**src/inc/pwiu_cfg.svh**
```systemverilog
// Register offsets, field positions, reset values and timing counts.
`ifndef PWIU_CFG_SVH
`define PWIU_CFG_SVH
`define PWIU_OFS_CTRL    6'h00
`define PWIU_OFS_PIN_EN  6'h04
`define PWIU_OFS_EDGE    6'h08
`define PWIU_OFS_PEND    6'h0C
`define PWIU_OFS_XOLD    6'h10
`define PWIU_OFS_RTCC    6'h14
`define PWIU_OFS_ISTAT   6'h18
`define PWIU_OFS_IMASK   6'h1C
`define PWIU_CTRL_RTCC_IE 0
`define PWIU_CTRL_TMR1_IE 1
`define PWIU_CTRL_TMR2_IE 2
`define PWIU_CTRL_SLEEP   3
`define PWIU_IS_RTCC 0
`define PWIU_IS_PIN  1
`define PWIU_IS_TMR1 2
`define PWIU_IS_TMR2 3
`define PWIU_IS_WAKE 4
`define PWIU_RST_BYTE 8'h00
`define PWIU_RTCC_MAX 8'hFF
`define PWIU_VECTOR   12'h000
`define PWIU_LAT_RTCC 3
`define PWIU_LAT_PIN  5
`endif

```
**src/inc/pwiu_pkg.sv**
```systemverilog
// Types shared by the wakeup and interrupt unit.
package pwiu_pkg;
  // Interrupt sequencer states.
  typedef enum logic [1:0] {
    ST_IDLE    = 2'b00,
    ST_WAIT    = 2'b01,
    ST_SERVICE = 2'b10,
    ST_RESTORE = 2'b11
  } pwiu_state_t;
endpackage : pwiu_pkg

```
**src/inc/pwiu_pin_if.sv**
```systemverilog
// Carrier between the core and its pin edge and pending unit.
`timescale 1ns/100ps
interface pwiu_pin_if #(parameter int NPINS = 8);
  logic [NPINS-1:0] pins;      // Raw pin levels, asynchronous.
  logic [NPINS-1:0] en;        // Per-pin wakeup/interrupt enable.
  logic [NPINS-1:0] edge_fall; // Per-pin polarity, one selects falling.
  logic             xchg_we;   // One-cycle exchange write strobe.
  logic [NPINS-1:0] xchg_data; // Value stored by the exchange.
  logic [NPINS-1:0] pend;      // Pending flags.
  logic [NPINS-1:0] evt;       // One-cycle pulse per newly caught edge.
  modport core (output pins, en, edge_fall, xchg_we, xchg_data,
                input pend, evt);
  modport unit (input pins, en, edge_fall, xchg_we, xchg_data,
                output pend, evt);
endinterface : pwiu_pin_if

```
**src/pwiu_core.sv**
```systemverilog
// Port wakeup and interrupt unit with context shadow and return logic.
// Contract
// - Edge wakes and resets in power down
// - Eight pins, each with own enable
// - Per-pin rising or falling edge select
// - One pending flag per pin, set on edge
// - Extra timer interrupts with own enables
// - Two returns restore working, status, pointer, pc
// - Adding return adds working to counter first
// - Service routine starts at address zero
// - Pending access swaps flags with written value
// - Bit n of pending flags is pin n
// - No new entry until return
// - Flags keep capturing during service
// - Entry latency three counter, five pin
// - Counter rollover raises interrupt when enabled
`timescale 1ns/100ps
`include "pwiu_cfg.svh"
module pwiu_core #(
  parameter int NPINS = 8
) (
  // Clock and reset.
  input  wire logic        clk,
  input  wire logic        rst_n,
  // Avalon-MM slave.
  input  wire logic [5:0]  avs_address,
  input  wire logic        avs_read,
  input  wire logic        avs_write,
  input  wire logic [31:0] avs_writedata,
  input  wire logic [3:0]  avs_byteenable,
  output logic      [31:0] avs_readdata,
  output logic             avs_waitrequest,
  // Port pins and event sources.
  input  wire logic [7:0]  port_pins,
  input  wire logic        rtcc_tick,
  input  wire logic        extra_timer_one,
  input  wire logic        extra_timer_two,
  // Processor context and return requests.
  input  wire logic [7:0]  cpu_w,
  input  wire logic [7:0]  cpu_status,
  input  wire logic [7:0]  cpu_fsr,
  input  wire logic [11:0] cpu_pc,
  input  wire logic        ret_plain,
  input  wire logic        return_from_irq_add_acc,
  // Sequencer, wakeup reset, counter and interrupt line outputs.
  output logic             vec_go,
  output logic [11:0]      vec_addr,
  output logic             ctx_restore,
  output logic [7:0]       rst_w,
  output logic [7:0]       rst_status,
  output logic [7:0]       rst_fsr,
  output logic [11:0]      rst_pc,
  output logic             wake_reset,
  output logic             in_service,
  output logic [7:0]       rtcc_value,
  output logic             irq
);
  if (NPINS != 8 || `PWIU_LAT_RTCC < 2 || `PWIU_LAT_PIN < 2)
  begin : g_chk
    $error("pwiu_core: eight pins and latencies of two or more only");
  end

  pwiu_pin_if #(.NPINS(NPINS)) pif ();

  pwiu_pin_unit #(.NPINS(NPINS)) u_pins (
    .clk   (clk),
    .rst_n (rst_n),
    .pif   (pif)
  );

  pwiu_pkg::pwiu_state_t st_r;        // Sequencer state.
  logic [3:0]            ctrl_r;      // Interrupt enables; bit 3 is always written zero.
  logic [7:0]            pin_en_r;    // Pin enables.
  logic [7:0]            edge_r;      // Pin polarity selects.
  logic [7:0]            xold_r;      // Flags read out by last exchange.
  logic [7:0]            rtcc_r;      // Real-time counter.
  logic [4:0]            istat_r;     // Sticky event bits.
  logic [4:0]            imask_r;     // Event mask.
  logic                  pd_r;        // Power down.
  logic [2:0]            cnt_r;       // Entry latency down-counter.
  logic [7:0]            sh_w_r;      // Shadow working register.
  logic [7:0]            sh_st_r;     // Shadow status.
  logic [7:0]            sh_fsr_r;    // Shadow file select pointer.
  logic [11:0]           sh_pc_r;     // Shadow program counter.
  logic [31:0]           rdata_r;
  logic                  wait_r;
  logic                  vec_r;
  logic                  rest_r;
  logic                  wake_r;
  logic                  irq_r;

  // Bus decode: one wait state, the request is taken when wait is low.
  wire       acc    = avs_read | avs_write;
  wire       wr_go  = avs_write & ~wait_r & avs_byteenable[0];
  wire [7:0] wb     = avs_writedata[7:0];
  wire       wr_ctl = wr_go && avs_address == `PWIU_OFS_CTRL;
  wire       wr_en  = wr_go && avs_address == `PWIU_OFS_PIN_EN;
  wire       wr_edg = wr_go && avs_address == `PWIU_OFS_EDGE;
  wire       wr_pnd = wr_go && avs_address == `PWIU_OFS_PEND;
  wire       wr_rtc = wr_go && avs_address == `PWIU_OFS_RTCC;
  wire       wr_ist = wr_go && avs_address == `PWIU_OFS_ISTAT;
  wire       wr_msk = wr_go && avs_address == `PWIU_OFS_IMASK;

  // Read mux; bit n of the flags is pin n, unmapped words read zero.
  wire [7:0] rd_byte =
    (avs_address == `PWIU_OFS_CTRL)   ? {4'h0, ctrl_r[3] ? 1'b1 : pd_r,
                                         ctrl_r[2:0]} :
    (avs_address == `PWIU_OFS_PIN_EN) ? pin_en_r :
    (avs_address == `PWIU_OFS_EDGE)   ? edge_r :
    (avs_address == `PWIU_OFS_PEND)   ? pif.pend :
    (avs_address == `PWIU_OFS_XOLD)   ? xold_r :
    (avs_address == `PWIU_OFS_RTCC)   ? rtcc_r :
    (avs_address == `PWIU_OFS_ISTAT)  ? {3'h0, istat_r} :
    (avs_address == `PWIU_OFS_IMASK)  ? {3'h0, imask_r} : 8'h00;

  // Exchange: the written value goes into the flags, old flags are kept.
  assign pif.pins      = port_pins;
  assign pif.en        = pin_en_r;
  assign pif.edge_fall = edge_r;
  assign pif.xchg_we   = wr_pnd;
  assign pif.xchg_data = wb;

  // Request sources.
  wire pin_evt_any = |pif.evt;
  wire pin_req     = (|(pif.pend & pin_en_r)) & ~pd_r;
  wire oth_req     = (istat_r[`PWIU_IS_RTCC] & ctrl_r[`PWIU_CTRL_RTCC_IE]) |
                     (istat_r[`PWIU_IS_TMR1] & ctrl_r[`PWIU_CTRL_TMR1_IE]) |
                     (istat_r[`PWIU_IS_TMR2] & ctrl_r[`PWIU_CTRL_TMR2_IE]);
  wire req         = pin_req | oth_req;
  wire ret_any     = ret_plain | return_from_irq_add_acc;
  wire add_now     = (st_r == pwiu_pkg::ST_SERVICE) & return_from_irq_add_acc;
  wire roll        = rtcc_tick & (rtcc_r == `PWIU_RTCC_MAX) &
                     ~add_now & ~wr_rtc;
  // Pin latency dominates when a pin is among the causes.
  wire [2:0] lat0  = pin_req ? 3'(`PWIU_LAT_PIN - 2) :
                               3'(`PWIU_LAT_RTCC - 2);

  // Event set wins over a one-to-clear in the same cycle.
  wire [4:0] ev_set = {pd_r & pin_evt_any, extra_timer_two,
                       extra_timer_one, ~pd_r & pin_evt_any, roll};
  wire [4:0] istat_nxt = (istat_r & ~(wr_ist ? wb[4:0] : 5'h00)) | ev_set;

  // Bus slave handshake and read data.
  always_ff @(posedge clk or negedge rst_n)
  begin
    if (!rst_n)
    begin
      wait_r  <= 1'b1;
      rdata_r <= 32'h0000_0000;
    end
    else
    begin
      wait_r  <= ~(acc & wait_r);
      rdata_r <= (avs_read & wait_r) ? {24'h00_0000, rd_byte} : rdata_r;
    end
  end

  // Software-written configuration.
  always_ff @(posedge clk or negedge rst_n)
  begin
    if (!rst_n)
    begin
      ctrl_r   <= 4'h0;
      pin_en_r <= `PWIU_RST_BYTE;
      edge_r   <= `PWIU_RST_BYTE;
      imask_r  <= 5'h00;
      xold_r   <= `PWIU_RST_BYTE;
    end
    else
    begin
      ctrl_r   <= wr_ctl ? {1'b0, wb[2:0]} : ctrl_r;
      pin_en_r <= wr_en ? wb : pin_en_r;
      edge_r   <= wr_edg ? wb : edge_r;
      imask_r  <= wr_msk ? wb[4:0] : imask_r;
      xold_r   <= wr_pnd ? pif.pend : xold_r;
    end
  end

  // Counter: the adding return beats a bus write, which beats a tick.
  always_ff @(posedge clk or negedge rst_n)
  begin
    if (!rst_n)
      rtcc_r <= `PWIU_RST_BYTE;
    else if (add_now)
      rtcc_r <= rtcc_r + cpu_w;
    else if (wr_rtc)
      rtcc_r <= wb;
    else if (rtcc_tick)
      rtcc_r <= rtcc_r + 8'h01;
  end

  // Power down, wakeup reset, sticky events and interrupt line.
  always_ff @(posedge clk or negedge rst_n)
  begin
    if (!rst_n)
    begin
      pd_r    <= 1'b0;
      wake_r  <= 1'b0;
      istat_r <= 5'h00;
      irq_r   <= 1'b0;
    end
    else
    begin
      // A pin edge while asleep resets the device instead of vectoring.
      pd_r    <= (pd_r & ~pin_evt_any) | (wr_ctl & wb[`PWIU_CTRL_SLEEP]);
      wake_r  <= pd_r & pin_evt_any;
      istat_r <= istat_nxt;
      irq_r   <= |(istat_nxt & imask_r);
    end
  end

  // Interrupt sequencer.
  always_ff @(posedge clk or negedge rst_n)
  begin
    if (!rst_n)
    begin
      st_r   <= pwiu_pkg::ST_IDLE;
      cnt_r  <= 3'h0;
      vec_r  <= 1'b0;
      rest_r <= 1'b0;
    end
    else
    begin
      vec_r  <= 1'b0;
      rest_r <= 1'b0;
      unique case (st_r)
        pwiu_pkg::ST_IDLE:
        begin
          // Re-entry right after a restore when a cause is still pending.
          if (req)
          begin
            st_r  <= pwiu_pkg::ST_WAIT;
            cnt_r <= lat0;
          end
        end
        pwiu_pkg::ST_WAIT:
        begin
          if (cnt_r == 3'h0)
          begin
            vec_r <= 1'b1;
            st_r  <= pwiu_pkg::ST_SERVICE;
          end
          else
            cnt_r <= cnt_r - 3'h1;
        end
        pwiu_pkg::ST_SERVICE:
        begin
          // Further requests are held off until a return.
          if (ret_any)
            st_r <= pwiu_pkg::ST_RESTORE;
        end
        pwiu_pkg::ST_RESTORE:
        begin
          rest_r <= 1'b1;
          st_r   <= pwiu_pkg::ST_IDLE;
        end
      endcase
    end
  end

  // Shadow registers catch the context when an entry starts.
  always_ff @(posedge clk or negedge rst_n)
  begin
    if (!rst_n)
    begin
      sh_w_r   <= 8'h00;
      sh_st_r  <= 8'h00;
      sh_fsr_r <= 8'h00;
      sh_pc_r  <= 12'h000;
    end
    else if (st_r == pwiu_pkg::ST_IDLE && req)
    begin
      sh_w_r   <= cpu_w;
      sh_st_r  <= cpu_status;
      sh_fsr_r <= cpu_fsr;
      sh_pc_r  <= cpu_pc;
    end
  end

  assign avs_readdata    = rdata_r;
  assign avs_waitrequest = wait_r;
  assign vec_go          = vec_r;
  assign vec_addr        = `PWIU_VECTOR;
  assign ctx_restore     = rest_r;
  assign rst_w           = sh_w_r;
  assign rst_status      = sh_st_r;
  assign rst_fsr         = sh_fsr_r;
  assign rst_pc          = sh_pc_r;
  assign wake_reset      = wake_r;
  assign in_service      = st_r != pwiu_pkg::ST_IDLE;
  assign rtcc_value      = rtcc_r;
  assign irq             = irq_r;
endmodule : pwiu_core

```
**src/pwiu_pin_unit.sv**
```systemverilog
// Pin synchroniser, edge detector and pending flag register.
`timescale 1ns/100ps
module pwiu_pin_unit #(
  parameter int NPINS = 8
) (
  // Clock and reset.
  input wire logic clk,
  input wire logic rst_n,
  // Link to the core.
  pwiu_pin_if.unit pif
);
  logic [NPINS-1:0] sync1_r;   // First synchroniser stage.
  logic [NPINS-1:0] sync2_r;   // Second synchroniser stage.
  logic [NPINS-1:0] prev_r;    // Level one cycle earlier.
  logic [NPINS-1:0] pend_r;    // Pending flags.
  logic [NPINS-1:0] evt_r;     // Caught-edge pulses.
  wire  [NPINS-1:0] rise = sync2_r & ~prev_r;
  wire  [NPINS-1:0] fall = ~sync2_r & prev_r;
  // Only enabled pins catch an edge of their chosen polarity.
  wire  [NPINS-1:0] hit  = pif.en & ((pif.edge_fall & fall) |
                                     (~pif.edge_fall & rise));
  // A caught edge wins over a clear landing in the same cycle.
  wire  [NPINS-1:0] base = pif.xchg_we ? pif.xchg_data : pend_r;
  wire  [NPINS-1:0] pend_nxt = base | hit;

  // Synchronise the pins; nothing but sync2_r reads sync1_r.
  always_ff @(posedge clk or negedge rst_n)
  begin
    if (!rst_n)
    begin
      sync1_r <= '0;
      sync2_r <= '0;
      prev_r  <= '0;
    end
    else
    begin
      sync1_r <= pif.pins;
      sync2_r <= sync1_r;
      prev_r  <= sync2_r;
    end
  end

  // Flags keep capturing even while a routine is in service.
  always_ff @(posedge clk or negedge rst_n)
  begin
    if (!rst_n)
    begin
      pend_r <= '0;
      evt_r  <= '0;
    end
    else
    begin
      pend_r <= pend_nxt;
      evt_r  <= hit;
    end
  end

  assign pif.pend = pend_r;
  assign pif.evt  = evt_r;
endmodule : pwiu_pin_unit

```
**config.mk**
```make
export PLATFORM = sky130hd
export DESIGN_NAME = pwiu_core
export DESIGN_NICKNAME = d
export VERILOG_FILES = /design/src/inc/pwiu_pkg.sv /design/src/inc/pwiu_pin_if.sv /design/src/pwiu_core.sv /design/src/pwiu_pin_unit.sv
export VERILOG_INCLUDE_DIRS = /design/src /design/src/inc
export SDC_FILE = /design/constraint.sdc
export NUM_CORES = 1
export LEC_CHECK = 0
export BUFFER_PORTS_ARGS = -buffer_cell sky130_fd_sc_hd__buf_2
export CELL_PAD_IN_SITES_DETAIL_PLACEMENT = 0
export CELL_PAD_IN_SITES_GLOBAL_PLACEMENT = 1
export CORE_MARGIN = 2
export CORE_UTILIZATION = 36
export CTS_CLUSTER_SIZE = 28
export DETAILED_ROUTE_END_ITERATION = 7
export HOLD_SLACK_MARGIN = 0.03
export PLACE_DENSITY = 0.79
export SKIP_CTS_REPAIR_TIMING = 1
export SLEW_MARGIN = 25
export SYNTH_ARGS = -nofsm -noshare
export SYNTH_HDL_FRONTEND = slang
export SYNTH_SLANG_ARGS = --single-unit
```
**constraint.sdc**
```tcl
create_clock -name clk -period 2.2 [get_ports clk]
set_clock_uncertainty 0.1 [all_clocks]
set_input_delay 0.22 -clock clk [delete_from_list [all_inputs] [get_ports clk]]
set_output_delay 0.22 -clock clk [all_outputs]
set_load 0.01 [all_outputs]
```
# Word-level counts from Yosys, hierarchy flattened
# Cells that the tools add are included.
# W data, S select, Z words.
[op_classes]
addsub = 3
n_eq_ne = 15
mux = 24
bitwise = 43
reduce_logical = 19
[op_table]
columns = ["op", "count"]
rows = [
  ["$mux W8", 10],
  ["$and A8 B8 Y8", 6],
  ["$eq A6 B5 Y1 const B", 4],
  ["$not A8 Y8", 3],
  ["$and A1 B1 Y1", 16],
  ["$or A8 B8 Y8", 2],
  ["$reduce_or A8 Y1", 2],
  ["$mux W5", 3],
  ["$eq A6 B4 Y1 const B", 2],
  ["$and A5 B5 Y5", 2],
  ["$add A8 B1 Y8 const B", 1],
  ["$add A8 B8 Y8", 1],
  ["$eq A8 B8 Y1 const B", 1],
  ["$logic_and A1 B1 Y1", 8],
  ["$mux W2", 4],
  ["$ne A2 B2 Y1 const B", 4],
  ["$pmux W2 S4", 1],
  ["$eq A6 B3 Y1 const B", 1],
  ["$logic_not A6 Y1", 1],
  ["$mux W3", 2],
  ["$not A1 Y1", 6],
  ["$or A1 B1 Y1", 6],
  ["$pmux W3 S2", 1],
  ["$reduce_and A3 Y1", 2],
  ["11 further kinds", 15],
]
[totals]
regBits = 140
inputBits = 95
wordCells = 129

# Logic depth before layout (Yosys ltp)
# Gate-level depths: netlist (run 1).
[logic_depth]
word_depth = 10
ltp_mapped = 9
mapped_depth_nobuf = 9

# Modules after synthesis
# Synthesis (run 1) repeated with hierarchy kept, for this count alone.
[hier_totals]
hier_cells = 569
area_unflattened_um2 = 6772.7
[modules_own_cells]
columns = ["module", "n_inst", "cells_each", "area_per_inst_um2", "seq_area_each_um2"]
rows = [
  ["pwiu_core", 1, 488, 5450.2, 2503.7],
  ["pwiu_pin_unit", 1, 81, 1322.5, 1001.0],
]

# Least setup slack after synthesis (run 1)
# Ideal clock, no wire load.
[synth_timing]
path_kind = "reg-to-reg"
start = "register rtcc_r[0] (netlist: rtcc_value[0])"
end = "register rtcc_r[6] (netlist: rtcc_value[6])"
setup_time_ns = 0.120
t_arrival_ns = 1.950
slack_ns = 0.030
stages_incl_launch_ff = 10
path_buffers = 0
cell_sequence = "dfrtp_1 ha_1 inv_1 fa_1 nor2b_1 o21ai_0 a21boi_0 o21a_1 or3_1 a31o_2"
[synth_between]
elab_chain_cells = 4
elab_cells_between_ends = 5
cone_classes = "add/sub: 2; mux: 3"
[synth_lines]
columns = ["item", "line", "rtl"]
rows = [
  ["start: declaration", "pwiu_core.sv:76", "logic [7:0] rtcc_r;"],
  ["start signal: assignment", "pwiu_core.sv:183", "rtcc_r <= `PWIU_RST_BYTE;"],
  ["start signal: assignment", "pwiu_core.sv:185", "rtcc_r <= rtcc_r + cpu_w;"],
  ["start signal: assignment", "pwiu_core.sv:187", "rtcc_r <= wb;"],
  ["$add A8 B1 Y8", "pwiu_core.sv:189", "rtcc_r <= rtcc_r + 8'h01;"],
  ["$mux W8", "pwiu_core.sv:188", "else if (rtcc_tick)"],
  ["$mux W8", "pwiu_core.sv:186", "else if (wr_rtc)"],
  ["$mux W8 (*)", "pwiu_core.sv:184", "else if (add_now)"],
]
# Every way passes the cells marked *; elsewhere a longest branch is shown, timed or not. The select of a mux whose other input is x is not followed.
# A chain may end at the register's enable or synchronous reset.

# Worst setup path after layout (run 1)
[layout_timing]
start = "register u_pins.evt_r[5] (netlist: u_pins.pif.evt[5])"
end = "register irq_r (netlist: irq)"
[layout_between]
elab_chain_cells = 5
elab_cells_between_ends = 6
cone_classes = "bitwise: 4; reduce/logical: 2"
[layout_lines]
columns = ["item", "line", "rtl"]
rows = [
  ["start: declaration", "pwiu_pin_unit.sv:16", "logic [NPINS-1:0] evt_r;"],
  ["start signal: assignment", "pwiu_pin_unit.sv:54", "evt_r <= hit;"],
  ["$reduce_or A8 Y1", "pwiu_core.sv:124", "wire pin_evt_any = |pif.evt;"],
  ["$and A1 B1 Y1", "pwiu_core.sv:139", "wire [4:0] ev_set = {pd_r & pin_evt_any, extra_timer_two,"],
  ["net ev_set[4]", "pwiu_core.sv:139", ""],
  ["$or A5 B5 Y5", "pwiu_core.sv:141", "wire [4:0] istat_nxt = (istat_r & ~(wr_ist ? wb[4:0] : 5'h00)) | ev_set;"],
  ["net istat_nxt[4]", "pwiu_core.sv:141", ""],
  ["$and A5 B5 Y5", "pwiu_core.sv:208", "irq_r <= |(istat_nxt & imask_r);"],
  ["$reduce_or A5 Y1", "pwiu_core.sv:208", ""],
  ["end signal: assignment", "pwiu_core.sv:208", ""],
  ["end: declaration", "pwiu_core.sv:90", "logic irq_r;"],
]
# The timed path passes the listed nets, and every way through them passes these cells.

==> run_results.csv, run 1 <==
group,metric,value,unit
status,outcome,"finished, final reports clean",
grt,grt_pass1_wl,25750,microns
critical_path,end_kind,"register",
grt,grtUsageTotal,16.83,%
clock_tree,root_buffer,"clkbuf_16",
synth,async_reset_ff_share,100.0,%
critical_path,worstPathArrival,2260,ps
timing,period_needed,2074,ps
finish,largest_register_ffs,12,
critical_path,reg2reg_depth,6,
clock_tree,clk_pin_slew,60,ps
timing,maxSlewViolCount,0,
finish,num_antenna_cells,0,
routing,ant_nets,0,
worst_hold_path,hold_class,"in -> reg",
timing,hold-worst-slack,41.59,ps
synth,synth_cells,589,
synth,ys_seq_area_share,53.07,%
clock_tree,cts_max_level,4,
critical_path,r2r_setup_slack,130,ps
routing,via_per_inst,4.856,
placed_design,port_buffers,125,
routing,dr_total_vias,5016,
grt,antenna_found_initial,0,
worst_hold_path,hold_depth,3,
placed_design,dp_cells,951,
routing,dr.pass1.iters,4,
placed_design,dp_hpwl,11490,microns
synth,synth-seq-cells,140,
die,die_h,139.4,microns
critical_path,reg2reg_to,"irq$_DFF_PN0_",
die,floorplan.initialDensity,36.76,%
clock_tree,cts.path.max_buffers,2,
timing,fmax,482.0,MHz
synth,ys.flop_type,"dfrtp_1",
die,dieWidth,139.4,microns
routing,drt_iter0_markers,355,
synth,synth-warning-count,0,
timing,finalHoldViolCount,0,
finish,fin_cells,1033,
clock_tree,clk_latency,420,ps
worst_hold_path,min_from,"cpu_w[1]",
finish,final_common_cell,"dfrtp_1",
finish,drive_gt1_share,33.21,%
clock_tree,clkSinkCount,140,
timing,rsz0062_at_grt,"yes",
grt,overflow,0,
synth,mappedNetlistArea,6604,sq um
finish,area_growth,30.98,%
timing,setup_violations,0,
routing,drc,0,
grt,grt_pass1_vias,4750,
critical_path,cp_max_fo,3,
placed_design,gp_congestion,0.8601,
power_and_ir_drop,peakVddDrop,0.6514,mV
die,core,17960,sq um
power_and_ir_drop,power.density,1079,nW/um^2
critical_path,path_class,"reg -> reg",
grt,grt_start_max_net_pins,47,
finish,final_nets,902,
finish,mostFrequentLayoutCells,"dfrtp_1, buf_2, nand2_1",
power_and_ir_drop,total_power,9333,uW
synth,synth_edf_count,0,
flow_run,cap_violations,0,
routing,routed_wl,16420,microns
power_and_ir_drop,leakage,0.004127,uW
routing,wl_per_cell,15.90,microns
die,dieArea,19440,sq um
synth,synth_cell_types,54,
critical_path,required,2390,ps
die,num_rows,49,
critical_path,r2r-start,"u_pins.pif.evt[5]$_DFF_PN0_",
clock_tree,numCtsBuffers,17,
die,io_pins,189,
critical_path,start_kind,"register",
timing,period_share,94.29,%
synth,syn_avg_cell_area,11.21,sq um
worst_hold_path,min_to,"rst_w[1]$_DFFE_PN0P_",
clock_tree,cts_tree,"done",
per-layer routing:
layer  GRT usage [%]  share of wire [%]  vias to the layer above  wire length, microns
li1                -                  -                     2394                     -
met1           23.30                 46                     2431                  7521
met2           25.10                 46                      178                  7529
met3           5.196                7.3                       13                  1194
met4           5.848                1.1                        0                   178
met5               0                  0                        -                     0
cell usage after synthesis (13+ instances only):
cell	instances	area, sq um
a21oi_1	21	105.1
a22oi_1	13	97.59
buf_4	39	292.8
dfrtp_1	139	3478
ha_1	14	175.2
inv_1	13	48.80
mux2_2	64	720.7
nand2_1	83	311.6
nor2_1	36	135.1
o21ai_0	32	160.2
where the power goes:
part | internal [uW] | switching, uW
clock | 1750 | 1070
sequential | 3190 | 374
combinational | 1430 | 1520
total | 6370 | 2960
layout make-up:
| type | instances | area [sq um] |
|---|---|---|
| Clock buffer | 21 | 470.5 |
| Clock inverter | 10 | 115.1 |
| Fill cell | 1672 | 9314 |
| Inverter | 13 | 48.80 |
| Multi-Input combinational cell | 415 | 2826 |
| Sequential cell | 140 | 3505 |
| Tap cell | 229 | 286.5 |
| Timing Repair Buffer | 205 | 1398 |
cells by family (layout without fill, tap and decap cells):
family	Yosys count	after routing	synth area share (%)
AOI/OAI and AO/OA	93	93	8.905
xor gates and xnor gates	12	12	1.591
DFF	140	140	53.07
other	1	36	0.05679
buffers and inverters	69	249	6.271
and+or+nand+nor	181	181	13.32
adders and majority gates	15	15	2.956
muxes	78	78	13.83
worst max-delay path: stages (launching register included):
cell and delay, ps:
dfrtp_1 370, or4_1 560, nor2_1 290, nor2b_1 130
a21o_1 180, a222oi_1 220, nand2_1 90
through the flow:
stage	setup WS, ps	utilization, %	instance area [sq um]	setup TNS [ps]
2_1_floorplan	29.78	-	6735	0
3_3_place_gp	58.28	41.99	7543	0
3_5_place_dp	11.09	41.99	7543	0
4_1_cts	12.05	45.25	8129	0
5_1_grt	-62.49	48.15	8650	-102.1
6_report	125.5	48.15	8650	0
worst max path at each step:
stage	start	to	slack, ps	cells past startpoint
2_1_floorplan	rtcc_value[0]$_DFFE_PN0P_	rtcc_value[6]$_DFFE_PN0P_	30	9
3_3_place_gp	rtcc_value[0]$_DFFE_PN0P_	rtcc_value[6]$_DFFE_PN0P_	60	9
3_5_place_dp	rtcc_value[0]$_DFFE_PN0P_	rtcc_value[6]$_DFFE_PN0P_	10	9
4_1_cts	rtcc_value[0]$_DFFE_PN0P_	rtcc_value[6]$_DFFE_PN0P_	10	9
5_1_grt	rtcc_value[1]$_DFFE_PN0P_	rtcc_value[7]$_DFFE_PN0P_	-60	7
6_report	u_pins.pif.evt[5]$_DFF_PN0_	irq$_DFF_PN0_	130	6
Note: power is estimated with default switching activity, not from simulation.
==> run 2: changes to the inputs <==
--- a/config.mk
+++ b/config.mk
@@ -10,11 +10,11 @@
 export CELL_PAD_IN_SITES_DETAIL_PLACEMENT = 0
 export CELL_PAD_IN_SITES_GLOBAL_PLACEMENT = 1
 export CORE_MARGIN = 2
-export CORE_UTILIZATION = 36
+export CORE_UTILIZATION = 40
 export CTS_CLUSTER_SIZE = 28
 export DETAILED_ROUTE_END_ITERATION = 7
 export HOLD_SLACK_MARGIN = 0.03
-export PLACE_DENSITY = 0.79
+export PLACE_DENSITY = 0.83
 export SKIP_CTS_REPAIR_TIMING = 1
 export SLEW_MARGIN = 25
 export SYNTH_ARGS = -nofsm -noshare
==> constraint.sdc (replaced) <==
create_clock -name clk -period 2.3 [get_ports clk]
set_clock_uncertainty 0.1 [all_clocks]
set_input_delay 0.23 -clock clk [delete_from_list [all_inputs] [get_ports clk]]
set_output_delay 0.23 -clock clk [all_outputs]
set_load 0.01 [all_outputs]
==> run 2 against run 1 <==
- non-clock buffer count decreased by 4
- flip-flop and latch count stayed put
- global-route usage grew 2.1 points
- via count increased by 2.2%
- sequential share of layout area grew 0.25 points
- final area fell by 0.62%
- sequential power fell by 4%
- clock-buffer cell count increased by 1
- critical path depth is 3 higher
- core utilization is 5.6 points higher
- register-to-register slack improved by 40 ps
- largest cell class unchanged
- largest power group unchanged
==> run_results.csv, run 2 (synthesized netlist as in run 1, its figures left out) <==
group,metric,value,unit
critical_path,r2r_setup_slack,170,ps
timing,slew_headroom,50.50,%
critical_path,end_kind,"register",
critical_path,path_class,"in -> reg",
critical_path,cp_max_fo,4,
finish,fin_area,8596,sq um
critical_path,worstPathArrival,2420,ps
power_and_ir_drop,clkPwrFrac,30.3,%
timing,hold-worst-slack,52.84,ps
placed_design,place_area,7497,sq um
placed_design,gp_congestion,0.9294,
timing,fmax,452.4,MHz
critical_path,reg2reg_depth,9,
die,dieArea,17550,sq um
finish,final_core_util,53.72,%
clock_tree,clk_latency,420,ps
routing,dr_total_vias,5126,
critical_path,crit_path_end,"rtcc_value[6]$_DFFE_PN0P_",
placed_design,dp_hpwl,11490,microns
power_and_ir_drop,p_int,6079,uW
finish,final_nets,898,
clock_tree,clkSinkCount,140,
finish,drive_gt1_share,32.58,%
die,dieWidth,132.5,microns
power_and_ir_drop,switching_share,32.25,%
status,outcome,"finished, final reports clean",
finish,largest_register_ffs,12,
timing,period_share,96.11,%
clock_tree,clk_pin_slew,60,ps
critical_path,critPathLaunch,"cpu_w[2]",
clock_tree,numCtsBuffers,17,
grt,overflow,0,
die,core,16000,sq um
finish,num_antenna_cells,0,
power_and_ir_drop,leakage,0.004109,uW
grt,grt_pass1_vias,5060,
die,die_h,132.5,microns
routing,dr.pass1.iters,5,
routing,drt_iter0_markers,339,
flow_run,cap_violations,0,
finish,mostFrequentLayoutCells,"dfrtp_1, buf_2, nand2_1",
routing,drc,0,
power_and_ir_drop,p_sw,2894,uW
grt,grt_start_max_net_pins,141,
power_and_ir_drop,power.density,1044,nW/um^2
die,io_pins,189,
timing,layout_setup_ws,89.39,ps
routing,via_per_inst,5.040,
clock_tree,cts_tree,"done",
finish,final_common_cell,"dfrtp_1",
timing,finalHoldViolCount,0,
grt,antenna_found_initial,0,
timing,period_needed,2211,ps
clock_tree,root_buffer,"clkbuf_16",
critical_path,required,2510,ps
timing,tightest_slew,742.6,ps
routing,wl_per_cell,16.48,microns
clock_tree,cts_max_level,4,
die,num_rows,46,
worst_hold_path,hold_class,"in -> reg",
die,floorplan.initialDensity,41.27,%
power_and_ir_drop,total_power,8973,uW
placed_design,pre_cts_ws,73.43,ps
power_and_ir_drop,peakVddDrop,0.6214,mV
grt,grt_pass1_wl,25960,microns
finish,area_growth,30.16,%
finish,fillCellCount,1408,
critical_path,start_kind,"input port",
placed_design,port_buffers,125,
critical_path,r2r-start,"rtcc_value[0]$_DFFE_PN0P_",
power_and_ir_drop,pwr-share-comb,31.5,%
timing,maxSlewViolCount,0,
grt,grtUsageTotal,18.95,%
critical_path,reg2reg_to,"rtcc_value[6]$_DFFE_PN0P_",
routing,routed_wl,16760,microns
power_and_ir_drop,p_seq_share,38.2,%
clock_tree,cts.path.max_buffers,2,
timing,setup_violations,0,
routing,ant_nets,0,
[run 2: layout make-up]
type                       instances  area [sq um]  share of cell area [%]
inverter                          13         48.80                  0.5677
sequential                       140          3505                   40.77
clock buffer                      22         474.2                   5.517
timing repair buffer             201          1368                   15.91
multi-input combinational        415          2816                   32.77
tap                              216         270.3                   3.144
clock inverter                    10         113.9                   1.325
[run 2: per-stage QoR]
| stage | cells | setup TNS, ps |
|---|---|---|
| detailed placement | 934 | 0 |
| global route | 1017 | -2.796 |
| floorplan | 624 | 0 |
| finish | 1017 | 0 |
| CTS | 966 | 0 |
| global placement | 934 | 0 |
[run 2: critical path: stages]
cell,delay [ps]
dlygate4sd3_1,540
buf_2,130
ha_1,350
nor2b_1,160
o21ai_1,160
a21boi_1,100
o21a_1,190
or3_1,310
a31o_2,250
[run 2: how the worst min path moves through the flow]
| stage | startpoint | endpoint | slack, ps | cells after the start |
|---|---|---|---|---|
| finish | cpu_w[1] | rst_w[1]$_DFFE_PN0P_ | 50 | 3 |
| floorplan | rst_n | avs_readdata[0]$_DFFE_PN0P_ | -170 | 0 |
| global route | cpu_w[1] | rst_w[1]$_DFFE_PN0P_ | 60 | 3 |
| global placement | u_pins.sync1_r[0]$_DFF_PN0_ | u_pins.sync2_r[0]$_DFF_PN0_ | 230 | 0 |
| CTS | port_pins[6] | u_pins.sync1_r[6]$_DFF_PN0_ | -210 | 1 |
| detailed placement | u_pins.sync1_r[0]$_DFF_PN0_ | u_pins.sync2_r[0]$_DFF_PN0_ | 240 | 0 |
[run 2: power groups by stage]
stage | Clock [uW] | Combinational, uW | Sequential [uW]
floorplan | 0 | 1440 | 3660
global placement | 0 | 2620 | 3420
detailed placement | 0 | 2740 | 3450
CTS | 2760 | 2750 | 3420
global route | 2900 | 3110 | 3510
finish | 2720 | 2830 | 3430
[run 2: per-layer routing]
| metal | GRT usage, % | part of all wire, % |
|---|---|---|
| met4 | 7.168 | 2.0 |
| met1 | 24.10 | 43 |
| met5 | 0 | 0 |
| met2 | 30.83 | 48 |
| met3 | 5.402 | 6.3 |
